==> src/verilog/rsq_pkg.sv <==
package rsq_pkg;
    // Default oscillation settle exponent: 2**15 peripheral clock cycles
    localparam int RSQ_SETTLE_EXP    = 15;
    localparam int RSQ_SYNC_STAGES   = 2;
    // Peripheral divider chain reaches the 1024 division
    localparam int RSQ_PER_DIV_WIDTH = 10;
    localparam logic RSQ_ASSERTED    = 1'b1;
    localparam logic RSQ_RELEASED    = 1'b0;

    typedef enum logic [1:0] {
        RSQ_CAUSE_NONE,
        RSQ_CAUSE_PIN,
        RSQ_CAUSE_WDOG1,
        RSQ_CAUSE_WDOG2
    } rsq_cause_t;

    typedef enum {
        RSQ_ST_RESET,
        RSQ_ST_SETTLE,
        RSQ_ST_RUN
    } rsq_state_t;
endpackage

==> src/verilog/rsq_sync.sv <==
`timescale 1ns/1ps
// Two-stage level synchroniser for an asynchronous input
module rsq_sync
    import rsq_pkg::*;
#(
    parameter logic RESET_VALUE = 1'b0
) (
    // Clock and reset
    input  wire logic mclk_i,
    input  wire logic rst_b_i,
    input  wire logic ce_i,
    // Level in and out
    input  wire logic async_i,
    output logic      sync_o
);
    logic stage1;
    logic stage2;
    logic next_stage1;
    logic next_stage2;

    // Hold while the clock enable is low
    always_comb begin
        next_stage1 = ce_i ? async_i : stage1;
        next_stage2 = ce_i ? stage1  : stage2;
    end

    // First stage feeds the second stage only
    always_ff @(posedge mclk_i or negedge rst_b_i) begin
        if (!rst_b_i) begin
            stage1 <= RESET_VALUE;
            stage2 <= RESET_VALUE;
        end else begin
            stage1 <= next_stage1;
            stage2 <= next_stage2;
        end
    end

    assign sync_o = stage2;
endmodule

==> src/verilog/rsq_reset_seq.sv <==
`timescale 1ns/1ps
module rsq_reset_seq
    import rsq_pkg::*;
#(
    parameter int SETTLE_CYCLES = 2 ** RSQ_SETTLE_EXP
) (
    // Clock, reset and enable
    input  wire logic mclk_i,
    input  wire logic rst_b_i,
    input  wire logic ce_i,
    // Reset sources
    input  wire logic reset_pin_b_i,
    input  wire logic wdog1_overflow_reset_i,
    input  wire logic wdog2_overflow_reset_i,
    // Power mode and strap
    input  wire logic stop_mode_i,
    input  wire logic sub_idle_mode_i,
    input  wire logic regulator_cap_pin_i,
    // Clock gates
    output logic      main_osc_en_o,
    output logic      sub_osc_en_o,
    output logic      periph_clk_en_o,
    output logic      internal_system_clk_en_o,
    output logic      cpu_core_clk_en_o,
    output logic      wdog1_clk_en_o,
    // Resets and status
    output logic      periph_reset_o,
    output logic      cpu_reset_o,
    output logic      ram_write_block_o,
    output logic      regulator_stop_o,
    output logic      settling_o
);
    localparam int CW = $clog2(SETTLE_CYCLES + 1);
    localparam logic [CW-1:0] SETTLE_LAST = CW'(SETTLE_CYCLES - 1);
    localparam logic [CW-1:0] CNT_ZERO    = '0;

    logic       pin_b_s;
    logic       wd1_s;
    logic       wd2_s;
    logic       src_osc;    // pin or second watchdog
    logic       src_any;
    rsq_state_t state;
    rsq_state_t next_state;
    rsq_cause_t cause;
    rsq_cause_t next_cause;
    logic [CW-1:0] cnt;
    logic [CW-1:0] next_cnt;
    logic       strap;
    logic       next_strap;

    // Every source crosses two flops first
    rsq_sync #(.RESET_VALUE(1'b0)) u_pin_sync (
        .mclk_i  (mclk_i),
        .rst_b_i (rst_b_i),
        .ce_i    (ce_i),
        .async_i (reset_pin_b_i),
        .sync_o  (pin_b_s)
    );
    rsq_sync #(.RESET_VALUE(1'b0)) u_wd1_sync (
        .mclk_i  (mclk_i),
        .rst_b_i (rst_b_i),
        .ce_i    (ce_i),
        .async_i (wdog1_overflow_reset_i),
        .sync_o  (wd1_s)
    );
    rsq_sync #(.RESET_VALUE(1'b0)) u_wd2_sync (
        .mclk_i  (mclk_i),
        .rst_b_i (rst_b_i),
        .ce_i    (ce_i),
        .async_i (wdog2_overflow_reset_i),
        .sync_o  (wd2_s)
    );

    assign src_osc = !pin_b_s || wd2_s;
    assign src_any = src_osc || wd1_s;

    // Sequencer next state; oscillator-stopping causes win over the first watchdog
    always_comb begin
        next_state = state;
        next_cause = cause;
        next_cnt   = cnt;
        if (src_any) begin
            next_state = RSQ_ST_RESET;
            next_cnt   = CNT_ZERO;
            if (!pin_b_s) begin
                next_cause = RSQ_CAUSE_PIN;
            end else if (wd2_s) begin
                next_cause = RSQ_CAUSE_WDOG2;
            end else if (cause != RSQ_CAUSE_PIN && cause != RSQ_CAUSE_WDOG2) begin
                next_cause = RSQ_CAUSE_WDOG1;
            end
        end else begin
            unique case (state)
                RSQ_ST_RESET: begin
                    if (cause == RSQ_CAUSE_WDOG1) begin
                        next_state = RSQ_ST_RUN;
                    end else begin
                        next_state = RSQ_ST_SETTLE;
                    end
                end
                RSQ_ST_SETTLE: begin
                    next_cnt = cnt + 1'b1;
                    if (cnt == SETTLE_LAST) begin
                        next_state = RSQ_ST_RUN;
                    end
                end
                RSQ_ST_RUN: begin
                    next_cause = RSQ_CAUSE_NONE;
                end
            endcase
        end
        if (!ce_i) begin
            next_state = state;
            next_cause = cause;
            next_cnt   = cnt;
        end
    end

    // Power-up enters reset as if from the pin, so the settle count runs
    always_ff @(posedge mclk_i or negedge rst_b_i) begin
        if (!rst_b_i) begin
            state <= RSQ_ST_RESET;
            cause <= RSQ_CAUSE_PIN;
            cnt   <= CNT_ZERO;
        end else begin
            state <= next_state;
            cause <= next_cause;
            cnt   <= next_cnt;
        end
    end

    // Strap caught by a clocked process while reset is held
    always_comb begin
        next_strap = (ce_i && state == RSQ_ST_RESET) ? regulator_cap_pin_i : strap;
    end

    always_ff @(posedge mclk_i or negedge rst_b_i) begin
        if (!rst_b_i) begin
            strap <= 1'b0;
        end else begin
            strap <= next_strap;
        end
    end

    // Clock gates; oscillator runs while the synced pin is high, except in a second-watchdog reset while wd2_s stays high
    assign main_osc_en_o            = pin_b_s &&
                                      !(state == RSQ_ST_RESET && cause == RSQ_CAUSE_WDOG2 && wd2_s);
    assign sub_osc_en_o             = 1'b1;
    assign periph_clk_en_o          = state == RSQ_ST_RUN;
    assign internal_system_clk_en_o = state == RSQ_ST_RUN;
    assign cpu_core_clk_en_o        = state == RSQ_ST_RUN;
    assign wdog1_clk_en_o           = !(state == RSQ_ST_RESET && cause != RSQ_CAUSE_WDOG1);

    // Reset outputs; peripherals start only once running
    assign periph_reset_o    = (state == RSQ_ST_RUN) ? RSQ_RELEASED : RSQ_ASSERTED;
    assign cpu_reset_o       = (state == RSQ_ST_RUN) ? RSQ_RELEASED : RSQ_ASSERTED;
    // Blocks RAM writes in reset so contents survive; a write racing entry is lost
    assign ram_write_block_o = state == RSQ_ST_RESET;
    assign regulator_stop_o  = strap && (state == RSQ_ST_RESET || stop_mode_i || sub_idle_mode_i);
    assign settling_o        = state == RSQ_ST_SETTLE;
endmodule

==> config.mk <==
export PLATFORM = sky130hd
export DESIGN_NAME = rsq_reset_seq
export DESIGN_NICKNAME = d
export VERILOG_FILES = /design/src/verilog/rsq_pkg.sv /design/src/verilog/rsq_sync.sv /design/src/verilog/rsq_reset_seq.sv
export SDC_FILE = /design/constraint.sdc
export NUM_CORES = 1
export LEC_CHECK = 0
export ABC_AREA = 1
export BUFFER_PORTS_ARGS = -buffer_cell sky130_fd_sc_hd__buf_2
export CORE_MARGIN = 4
export CORE_UTILIZATION = 40
export CTS_CLUSTER_DIAMETER = 200
export DETAILED_ROUTE_END_ITERATION = 7
export PLACE_DENSITY_LB_ADDON = 0.25
export SLEW_MARGIN = 5
export SYNTH_ARGS = -nofsm -noshare
export SYNTH_HDL_FRONTEND = slang
export SYNTH_SLANG_ARGS = --single-unit
==> constraint.sdc <==
create_clock -name mclk_i -period 1.4 [get_ports mclk_i]
set_clock_uncertainty 0.05 [all_clocks]
set_input_delay 0.21 -clock mclk_i [delete_from_list [all_inputs] [get_ports mclk_i]]
set_output_delay 0.21 -clock mclk_i [all_outputs]
set_load 0.1 [all_outputs]
Word-level counts from Yosys, hierarchy flattened --
Cells that the tools add are included.
Word-level totals: memories kept 0, word-level logic and storage cells 57, bits in read-only memories 0, RAM bits 0, output and inout port bits 11, latch bits 0, bits of input ports 9, register bits after elaboration 57
Operators by class: add/sub/neg operators 1, bitwise operators 0, magnitude comparators 0, multipliers 0, divide/modulo/power cells 0, muxes and demuxes 12, equal/unequal tests 12, reduce and logical (&&, ||, !) cells 22, shifts and indexed selects 0
Operators by type and width (number):
- $eq A32 B2 Y1 const B | 2
- $logic_not A32 Y1 | 2
- $mux W32 | 2
- $pmux W32 S2 | 1
- $eq A32 B1 Y1 const B | 1
- $eq A32 B3 Y1 const B | 1
- $mux W16 | 2
- $add A16 B1 Y16 const B | 1
- $eq A16 B15 Y1 const B | 1
- $mux W2 | 6
- $logic_and A1 B1 Y1 | 7
- $reduce_and A3 Y1 | 2
- $eq A2 B2 Y1 const B | 2
- $logic_or A1 B1 Y1 | 4
- $ne A2 B2 Y1 const B | 2
- $ne A4 B3 Y1 const B | 1
- $reduce_bool A2 Y1 | 2
- $logic_not A1 Y1 | 3
- $ne A3 B3 Y1 const B | 1
- $reduce_bool A3 Y1 | 1
- $ne A2 B1 Y1 const B | 1
- $reduce_and A2 Y1 | 1
- $mux W1 | 1

Logic depth before layout (Yosys ltp) --
Gate-level depths: netlist of run 1.
depth after elaboration 6, gate-level depth with buffers 9, gate-level depth less buffers 9

Cells and area by module --
A second synthesis of run 1 with hierarchy kept.
Unflattened totals: cells, all modules 232, area total of the unflattened synthesis 1652.8 um2
By module, submodules not included:
- rsq_reset_seq | cells each 205, instances 1, area each 1423.9 um2, seq. area each 526.8 um2
- rsq_sync | cells each 9, instances 3, area each 76.3 um2, seq. area each 50.0 um2

Least setup slack after synthesis of run 1 --
No wires, ideal clock.
kind flip-flop to output port, from register state[1], to output wdog1_clk_en_o, data arrival time 3.742 ns, buffers on the path 0, path slack -2.602 ns, required time 1.140 ns, cell stages (with the launch flop) 3, cells stage by stage dfrtp_1 -> nor2_1 -> o21ai_0
Between the ends: cells in the longest elaborated chain, start to end 3
RTL lines:
- from (decl) | RTL line rsq_reset_seq.sv:42 | rsq_state_t state;
- from (signal assigned) | RTL line rsq_reset_seq.sv:126 | state <= next_state;
- $logic_not A32 Y1
- named net ram_write_block_o | RTL line rsq_reset_seq.sv:29 | output logic ram_write_block_o,
- $logic_and A1 B1 Y1 | RTL line rsq_reset_seq.sv:152 | assign wdog1_clk_en_o = !(state == RSQ_ST_RESET && cause != RSQ_CAUSE_WDOG1);
- $logic_not A1 Y1 | RTL line rsq_reset_seq.sv:152
- to (decl) | RTL line rsq_reset_seq.sv:25 | output logic wdog1_clk_en_o,
The timed path passes the listed nets, and every way through them passes these cells.

Worst setup path in the final report of run 1 --
from register state[0], to output main_osc_en_o
Between the ends: cells in the longest elaborated chain, start to end 5
RTL lines:
- $logic_not A32 Y1 | RTL line rsq_reset_seq.sv:147 | !(state == RSQ_ST_RESET && cause == RSQ_CAUSE_WDOG2 && wd2_s);
- $logic_and A1 B1 Y1 (2 in series) | RTL line rsq_reset_seq.sv:147
- $logic_not A1 Y1 | RTL line rsq_reset_seq.sv:147
- $logic_and A1 B1 Y1 | RTL line rsq_reset_seq.sv:146 | assign main_osc_en_o = pin_b_s &&
- to (decl) | RTL line rsq_reset_seq.sv:20 | output logic main_osc_en_o,
No other way between the ends.

==> out/metrics.yaml, run 1 <==
use_met3_pct: 1.26
area_growth_pct: 42.2
numClockSinks: 27
antenna_found_initial: 0
critPathCaptureType: "output pin"
hpwl_um: 2750
htreeDepth: 1
die_w_um: 71.5
yosys_most_used_dff: "dfrtp_1"
synth_edf_count: 0
hold_viol_final: 0
swShare_pct: 37.4
vias_per_cell: 4.86
dieArea_sq_um: 5110
critPathArrivalTime_ps: 1310
min-delay-path-class: "primary input to flip-flop"
rrSetupSlack_ps: 40
synth_top_family_by_area: "simple AND/OR/NAND/NOR gates"
worst_setup_path_start_kind: "flip-flop"
cts_buffers: 3
tritoncts: "built"
grt_remaining_overflow: 0
period_share_pct: 112
p_int_w: 0.00131
final.min_clock_period_ps: 1570
powerDensity_nw_per_um2: 913
fillCellCount: 328
total_power_w: 0.00209
switching_power_w: 0.000783
grt_first_pass_wirelength_um: 6420
synth_area_leaders: "dfrtp_1, nand2_1, inv_1"
yosys_warnings: 0
io_pins: 20
die_h_um: 71.5
antenna_left: 0
yosysSeqAreaShare_pct: 42.0
seqPwrFrac_pct: 41.8
dr.first_iter.drc_count: 78
postSynthAreaPerCell_sq_um: 7.14
outcome: "finished, violations left"
crit_type: "flip-flop to output pin"
routed_wl_um: 3740
cp_max_fo: 6
yosysTopAreaCellShare_pct: 40.3
io_buffers: 18
drc_errors: 0
syn_inst: 226
track_usage_pct: 15.6
synth-adder-area-share_pct: 0.776
ctsLongestPathBuffers: 2
ys_types: 31
ir_drop_mv: 0.606
root_buffer: "clkbuf_8"
combPwrFrac_pct: 36.8
antennaDiodeCount: 0
yosysTopAreaCell: "dfrtp_1"
max_clock_freq_ghz: 0.639
vias: 1542
violations: "setup timing"
drive_gt1_share_pct: 33.8
setup_violations: 10
grt_pass1_vias: 1445
ys_ff_latch: 27
yosys-top-cells-count: "nand2_1, inv_1, dfrtp_1"
finalWorstSetupSlack_ps: -166
syn_nets: 236
final-max-slew-violation-count: 0
path_clk_slew_ps: 90
pwr-share-clk_pct: 21.4
coreArea_sq_um: 3770
synth_compound_area_share_pct: 9.23
drtPass1Iterations: 4
syn_area_sq_um: 1610
wire_per_inst_um: 11.8
clk_latency_ps: 270
place.gp.congestion: 0.852
start_util_pct: 42.8
synth-xor-area-share_pct: 0
global_route.usage.met2_pct: 25.5
async_flop_share_pct: 100
use_met1_pct: 21.3
rows: 22
leakage_nw: 1.12
grt_max_degree: 17
nets: 280
dp_slack_ps: -3.71
synth-simple-area-share_pct: 36.5
drv_cap: 0
busiest_layer: "met2"
fin_cells: 317
rsz0062_at_grt: "true"
dp.cells: 305
muxShareOfSynthArea_pct: 0
synth.most_common_cell: "nand2_1"
required_ps: 1140
-- power by group through the flow --
stage	sequential, W	combinational (W)	clock [W]
after global placement	0.000888	0.000717	0
after CTS	0.000874	0.000762	0.000466
after global routing	0.000882	0.000816	0.000514
final	0.000874	0.000771	0.000448
after floorplan	0.000885	0.000478	0
after detailed placement	0.000890	0.000720	0
-- stage by stage --
step	util (%)	setup TNS (ps)	area (sq um)	hold WS [ps]
after floorplan	-	-8150	1700	-136
after global placement	55.5	0	2090	61.4
after detailed placement	55.5	-3.71	2090	59.7
after CTS	59.0	-1440	2220	75.2
after global routing	60.8	-2270	2290	82.7
final	60.8	-1280	2290	78.5
-- what timing repair did --
| item | 4_1_cts | 5_1_grt |
|---|---|---|
| pin swaps | 2 | 8 |
| buffers inserted | 6 | 1 |
| hold buffers | 1 | 0 |
| endpoints found under the hold margin | 10 | 0 |
| gates resized for setup | 9 | 17 |
| setup endpoints to repair | 12 | 22 |
-- worst max-delay path, stage by stage, from the launching register on --
cell     delay [ps]
dfrtp_2         480
nor2_4          220
a41oi_4         150
buf_12          190
-- final cells by class --
class,instances,area [sq um],share of cell area [%]
repair buffers,46,479,20.9
multi-input cells,157,895,39.0
flip-flops and latches,27,679,29.6
clock buffers,3,41.3,1.80
well taps,48,60.1,2.62
clock inverters,1,5.00,0.218
inverters,35,134,5.84
-- cells in the final DEF, fill, tap and decap left out, drive strengths merged, types with 2 or more instances in the layout --
master  instances
o21ai          10
nor2           27
buf            45
clkbuf          3
a21boi          2
nand3          13
nand4          11
nand2          76
a21oi           6
o21bai          2
dfrtp          26
o31ai           2
inv            35
-- per-layer routing --
| layer | wire length, um | share of wire, % | vias to the layer above |
|---|---|---|---|
| met5 | 0 | 0 | - |
| met4 | 76 | 2.0 | 0 |
| met3 | 148 | 4.0 | 7 |
| met2 | 1750 | 47 | 36 |
| met1 | 1770 | 47 | 703 |
| li1 | - | - | 796 |
-- sequential cells by signal (all words and copies together) (netlist names) --
name	flops
state	2
cnt	16
u_pin_sync.stage1	1
u_wd1_sync.stage1	1
u_wd1_sync.sync_o	1
u_pin_sync.sync_o	1
cause	2
u_wd2_sync.sync_o	1
u_wd2_sync.stage1	1
strap	1
-- final timing paths --
kind / cells past startpoint / startpoint / endpoint
max in group asynchronous: 3 / rst_b_i / cnt[1]
min in group asynchronous: 2 / rst_b_i / u_wd2_sync.sync_o
hold reg to reg: 2 / u_wd1_sync.stage1 / u_wd1_sync.stage1
setup / recovery: 3 / state[0] / main_osc_en_o
setup reg to reg: 9 / state[1] / state[1]
hold / removal: 3 / wdog1_overflow_reset_i / u_wd1_sync.stage1
-- cell families (layout without fill, tap and decap cells) --
kind of cell | after synthesis | in the layout
and+or+nand+nor | 130 | 130
buffers and inverters | 42 | 85
DFF | 27 | 27
AOI/OAI and AO/OA | 25 | 25
adders and majority gates | 1 | 1
other | 1 | 1
Note: power is estimated with default switching activity, not from simulation.
==> inputs of run 2 (changes only) <==
REMOVE_ABC_BUFFERS = 1   (was default)
==> out/metrics.yaml, run 2 (synthesized netlist as in run 1, its figures left out) <==
outcome: "finished, violations left"  # unchanged
violations: "setup timing"  # unchanged
top_regs: "cnt: 16 flops, cause: 2 flops, state: 2 flops"  # unchanged
min-delay-path-class: "primary input to flip-flop"  # unchanged
holdPathEnd: "u_wd2_sync.stage1"  # was u_wd1_sync.stage1
cts_buffers: 3  # unchanged
required_ps: 1140  # about the same
hpwl_um: 2930  # was 2750 um
ctsLongestPathBuffers: 2  # unchanged
switching_power_w: 0.000802  # was 0.000783 W
die_h_um: 71.5  # unchanged
coreArea_sq_um: 3770  # unchanged
routed_wl_um: 4150  # was 3740 um
dieArea_sq_um: 5110  # unchanged
start_util_pct: 42.8  # unchanged
top_register: "cnt"  # unchanged
pwr-share-clk_pct: 21.2  # was 21.4%
ir_drop_mv: 0.716  # was 0.606 mV
drc_errors: 0  # unchanged
powerDensity_nw_per_um2: 940  # was 913 nW/um^2
max_clock_freq_ghz: 0.635  # was 0.639 GHz
worst_pin_slew_ps: 621
grt_max_degree: 28  # was 17
drv_cap: 0  # unchanged
p_int_w: 0.00133  # was 0.00131 W
maxSlewHeadroom_pct: 58.6
worst_setup_path_start_kind: "flip-flop"  # unchanged
finalWorstSetupSlack_ps: -176  # was -166 ps
cp_max_fo: 4  # was 6
layout_common_cells: "nand2_1, inv_1, dfrtp_1"  # unchanged
seqPwrFrac_pct: 40.7  # was 41.8%
drtPass1Iterations: 4  # unchanged
wire_per_inst_um: 13.1  # was 11.8 um
io_buffers: 18  # unchanged
track_usage_pct: 16.8  # was 15.6%
crit_type: "flip-flop to output pin"  # unchanged
seq_area_sq_um: 679  # unchanged
leakage_nw: 1.11  # was 1.12 nW
grt_pass1_vias: 1564  # was 1445
clk_latency_ps: 280  # was 270 ps
multiInputGateArea_sq_um: 866  # was 895 sq um
critPathArrivalTime_ps: 1320  # was 1310 ps
largest_reg_flops: 16  # unchanged
io_pins: 20  # unchanged
rsz0062_at_grt: "true"  # unchanged
total_power_w: 0.00213  # was 0.00209 W
drive_gt1_share_pct: 32.2  # was 33.8%
rows: 22  # unchanged
hold_viol_final: 0  # unchanged
antenna_left: 0  # unchanged
hold-path-cell-count: 3  # unchanged
rrSetupSlack_ps: -50  # was 40 ps
period_share_pct: 113  # was 112%
vias: 1574  # was 1542
dr.first_iter.drc_count: 90  # was 78
setup_tns_ps: -1540  # was -1280 ps
grt_remaining_overflow: 0  # unchanged
ff2ff_path_depth: 8  # was 9
root_buffer: "clkbuf_8"  # unchanged
swShare_pct: 37.6  # was 37.4%
timing.rr.end: "cause[1]"  # was state[1]
numClockSinks: 27  # unchanged
tritoncts: "built"  # unchanged
final-max-slew-violation-count: 0  # unchanged
vias_per_cell: 4.95  # was 4.86
htreeDepth: 1  # unchanged
critPathCaptureType: "output pin"  # unchanged
antenna_found_initial: 0  # unchanged
setup_violations: 13  # was 10
nets: 281  # was 280
min_from: "wdog2_overflow_reset_i"  # was wdog1_overflow_reset_i
final.min_clock_period_ps: 1580  # was 1570 ps
place.gp.congestion: 0.834  # was 0.852
antennaDiodeCount: 0  # unchanged
combPwrFrac_pct: 38.1  # was 36.8%
reg2reg_from: "state[0]"  # was state[1]
die_w_um: 71.5  # unchanged
area_growth_pct: 40.7  # was 42.2%
grt_first_pass_wirelength_um: 6910  # was 6420 um
final_common_cell: "nand2_1"  # unchanged
fillCellCount: 324  # was 328
path_clk_slew_ps: 80  # was 90 ps
## run 2: timing repair
item	in CTS	in global routing
pin swaps	5	11
setup endpoints to repair	13	27
buffers inserted	5	8
gates resized for setup	11	26
hold buffers	1	0
endpoints found under the hold margin	26	0
cloned	0	1
## run 2: how the worst max path moves through the flow
| stage | depth (start not counted) | endpoint | slack (ps) | startpoint |
|---|---|---|---|---|
| after floorplan | 3 | cpu_reset_o | -3600 | state[1] |
| after global placement | 7 | cnt[10] | -20 | state[1] |
| after detailed placement | 7 | cnt[10] | -6 | state[1] |
| after CTS | 4 | periph_reset_o | -190 | state[0] |
| after global routing | 4 | regulator_stop_o | -270 | state[1] |
| final | 4 | cpu_core_clk_en_o | -180 | state[0] |
## run 2: per-layer routing
metal	vias to the layer above	share of wire [%]	global-route usage (%)	wire (um)
li1	804	-	-	-
met1	732	44	21.7	1830
met2	29	51	28.2	2130
met3	9	3.5	3.51	144
met4	0	1.4	4.80	57
met5	-	0	0	0
## run 2: area by class of cell
| type | count | area share, % |
|---|---|---|
| well taps | 48 | 2.65 |
| clock buffers | 3 | 1.82 |
| clock inverters | 1 | 0.221 |
| repair buffers | 46 | 21.1 |
| flip-flops and latches | 27 | 29.9 |
| inverters | 35 | 6.12 |
| multi-input cells | 158 | 38.1 |
## run 2: power by group through the flow
| stage | Combinational (W) | Clock (W) | Sequential [W] |
|---|---|---|---|
| final | 0.000813 | 0.000453 | 0.000867 |
| after global routing | 0.000852 | 0.000508 | 0.000873 |
| after CTS | 0.000741 | 0.000466 | 0.000862 |
| after detailed placement | 0.000689 | 0 | 0.000876 |
| after global placement | 0.000685 | 0 | 0.000875 |
| after floorplan | 0.000414 | 0 | 0.000870 |
## run 2: critical path, cell delays in order (launching register included)
cell and delay, ps:
dfrtp_2 440, buf_4 150, nor2_4 150, buf_4 140
buf_12 160
## run 2: through the flow
step | setup WS [ps] | util [%] | instance area, sq um | cells | hold WS [ps]
6_report | -176 | 60.2 | 2270 | 318 | 93.7
5_1_grt | -266 | 60.2 | 2270 | 318 | 81.3
4_1_cts | -193 | 55.8 | 2100 | 309 | 82.7
3_5_place_dp | -5.88 | 52.2 | 1970 | 299 | 211
3_3_place_gp | -17.5 | 52.2 | 1970 | 299 | 207
2_1_floorplan | -3600 | - | 1560 | 219 | -136
==> inputs of run 3 (changes only) <==
ABC_AREA = default   (was 1)
SKIP_LAST_GASP = 1   (was default)
==> out/metrics.yaml, run 3 <==
fin_util_pct: 70.7  # was 60.2%
clk_latency_ps: 340  # was 280 ps
hold-worst-slack_ps: 43.2  # was 93.7 ps
wire_per_inst_um: 18.2  # was 13.1 um
coreArea_sq_um: 3390  # was 3770 sq um
cp_max_fo: 4  # unchanged
antenna_found_initial: 0  # unchanged
dieArea_sq_um: 4560  # was 5110 sq um
htreeDepth: 1  # unchanged
ctsLongestPathBuffers: 2  # unchanged
required_ps: 1140  # about the same
vias: 1447  # was 1574
cp_slowest_cell: "dfrtp_1"  # was dfrtp_2
synth.most_common_cell: "dfrtp_1"  # was nand2_1
vias_per_cell: 5.59  # was 4.95
syn_inst: 145  # was 226
layout_common_cells: "buf_4, dfrtp_1, buf_6"  # was nand2_1, inv_1, dfrtp_1
syn_area_sq_um: 1420  # was 1610 sq um
hpwl_um: 2610  # was 2930 um
place.gp.congestion: 0.841  # was 0.834
synth_area_leaders: "dfrtp_1, mux2_2, o21ai_0"  # was dfrtp_1, nand2_1, inv_1
crit_cells: 5  # was 4
drv_cap: 0  # unchanged
final_common_cell: "buf_4"  # was nand2_1
path_clk_slew_ps: 160  # was 80 ps
ys_ff_latch: 27  # unchanged
final.min_clock_period_ps: 1760  # was 1580 ps
numClockSinks: 27  # unchanged
yosys_most_used_dff: "dfrtp_1"  # unchanged
largest_reg_flops: 16  # unchanged
grt_pass1_vias: 1512  # was 1564
ir_drop_mv: 0.653  # was 0.716 mV
start_util_pct: 41.9  # was 42.8%
setup_violations: 30  # was 13
period_share_pct: 126  # was 113%
dr.first_iter.drc_count: 100  # was 90
crit_type: "flip-flop to output pin"  # unchanged
hold_viol_final: 0  # unchanged
worst_setup_path_start_kind: "flip-flop"  # unchanged
critPathCaptureType: "output pin"  # unchanged
setup_tns_ps: -7150  # was -1540 ps
drtPass1Iterations: 4  # unchanged
hold-path-cell-count: 2  # was 3
min-delay-path-class: "primary input to flip-flop"  # unchanged
top_regs: "cnt: 16 flops, cause: 2 flops, state: 2 flops"  # unchanged
nets: 224  # was 281
yosys-top-cells-count: "dfrtp_1, o21ai_0, nor2_1"  # was nand2_1, inv_1, dfrtp_1
io_buffers: 18  # unchanged
powerDensity_nw_per_um2: 886  # was 940 nW/um^2
yosysTopAreaCellShare_pct: 45.9  # was 40.3%
root_buffer: "clkbuf_4"  # was clkbuf_8
io_pins: 20  # unchanged
drive_gt1_share_pct: 53.5  # was 32.2%
path_cells: "buf_6 -> buf_12 -> nor2b_4 -> buf_6 -> buf_12"  # was buf_4 -> nor2_4 -> buf_4 -> buf_12
grt_first_pass_wirelength_um: 7170  # was 6910 um
area_growth_pct: 69.0  # was 40.7%
grt_remaining_overflow: 0  # unchanged
async_flop_share_pct: 100  # unchanged
worst_pin_slew_ps: 626  # was 621 ps
antennaDiodeCount: 0  # unchanged
routed_wl_um: 4720  # was 4150 um
yosys_warnings: 0  # unchanged
drc_errors: 0  # unchanged
slowest_delay_ps: 430  # was 440 ps
cts_buffers: 3  # unchanged
max_clock_freq_ghz: 0.568  # was 0.635 GHz
die_w_um: 67.6  # was 71.5 um
grt_max_degree: 28  # unchanged
outcome: "finished, violations left"  # unchanged
leakage_nw: 1.05  # was 1.11 nW
finalWorstSetupSlack_ps: -361  # was -176 ps
path_delay_family: "buffers and inverters"  # unchanged
total_power_w: 0.00212  # was 0.00213 W
ff2ff_path_depth: 4  # was 8
die_h_um: 67.6  # was 71.5 um
antenna_left: 0  # unchanged
yosysSeqAreaShare_pct: 47.7  # was 42.0%
ys_types: 39  # was 31
final-max-slew-violation-count: 0  # unchanged
postSynthAreaPerCell_sq_um: 9.79  # was 7.14 sq um
violations: "setup timing"  # unchanged
synth_edf_count: 0  # unchanged
maxSlewHeadroom_pct: 58.3  # was 58.6%
critPathArrivalTime_ps: 1500  # was 1320 ps
track_usage_pct: 21.3  # was 16.8%
rsz0062_at_grt: "true"  # unchanged
path_buf_inv: 4  # was 3
tritoncts: "built"  # unchanged
yosysTopAreaCell: "dfrtp_1"  # unchanged
top_register: "cnt"  # unchanged
rows: 21  # was 22
## run 3: layer usage
layer	part of all wire, %	vias up	global-route usage, %
met5	0	-	0
met4	3.7	0	11.1
met3	3.3	18	2.16
met2	53	46	38.8
met1	40	723	24.2
li1	-	660	-
## run 3: final timing paths
check	end	start	slack [ps]
setup / recovery	internal_system_clk_en_o	state[0]	-360
hold / removal	strap	regulator_cap_pin_i	40
setup reg to reg	cnt[11]	state[1]	-360
hold reg to reg	u_pin_sync.sync_o	u_pin_sync.stage1	470
max in group asynchronous	u_wd2_sync.stage1	rst_b_i	550
min in group asynchronous	cnt[13]	rst_b_i	340
## run 3: final cells by class
type / instances / area (sq um)
clock buffers: 3 / 22.5
clock inverters: 1 / 5.00
fillers: 215 / 992
inverters: 4 / 17.5
multi-input cells: 105 / 882
flip-flops and latches: 27 / 677
well taps: 46 / 57.6
repair buffers: 73 / 736
## run 3: repair_timing
item                                   in CTS  in global routing
hold buffers                                1                  0
pin swaps                                  14                 17
endpoints found under the hold margin      26                  0
buffers inserted                           12                  8
resized for setup                          47                 27
setup endpoints to repair                  29                 30
## run 3: power by group
group	leakage (nW)	switching [W]	total (W)	internal, W
clock	0.0177	0.000251	0.000359	0.000108
sequential	0.357	0.0000386	0.000859	0.000820
combinational	0.671	0.000521	0.000906	0.000386
## run 3: kinds of logic after synthesis
logic type      share of synthesized area [%]
buf+inv                                  4.94
compound gates                           16.9
simple gates                             19.4
fa+ha+maj                               0.882
flops                                    47.7
xor+xnor                                 4.32
other cells                             0.264
mux                                      5.56
## run 3: worst reg2reg max path: cells and delay by family (launching register included)
family | cells | cell delay, ps
AO/OA/AOI/OAI | 2 | 660
flip-flops | 1 | 420
AND/OR/NAND/NOR | 2 | 580
## run 3: per-stage QoR
stage | setup slack [ps] | area [sq um] | std cells
6_report | -361 | 2400 | 259
5_1_grt | -411 | 2400 | 259
4_1_cts | -361 | 2220 | 253
3_5_place_dp | -438 | 1920 | 237
3_3_place_gp | -387 | 1920 | 237
2_1_floorplan | -6960 | 1360 | 136
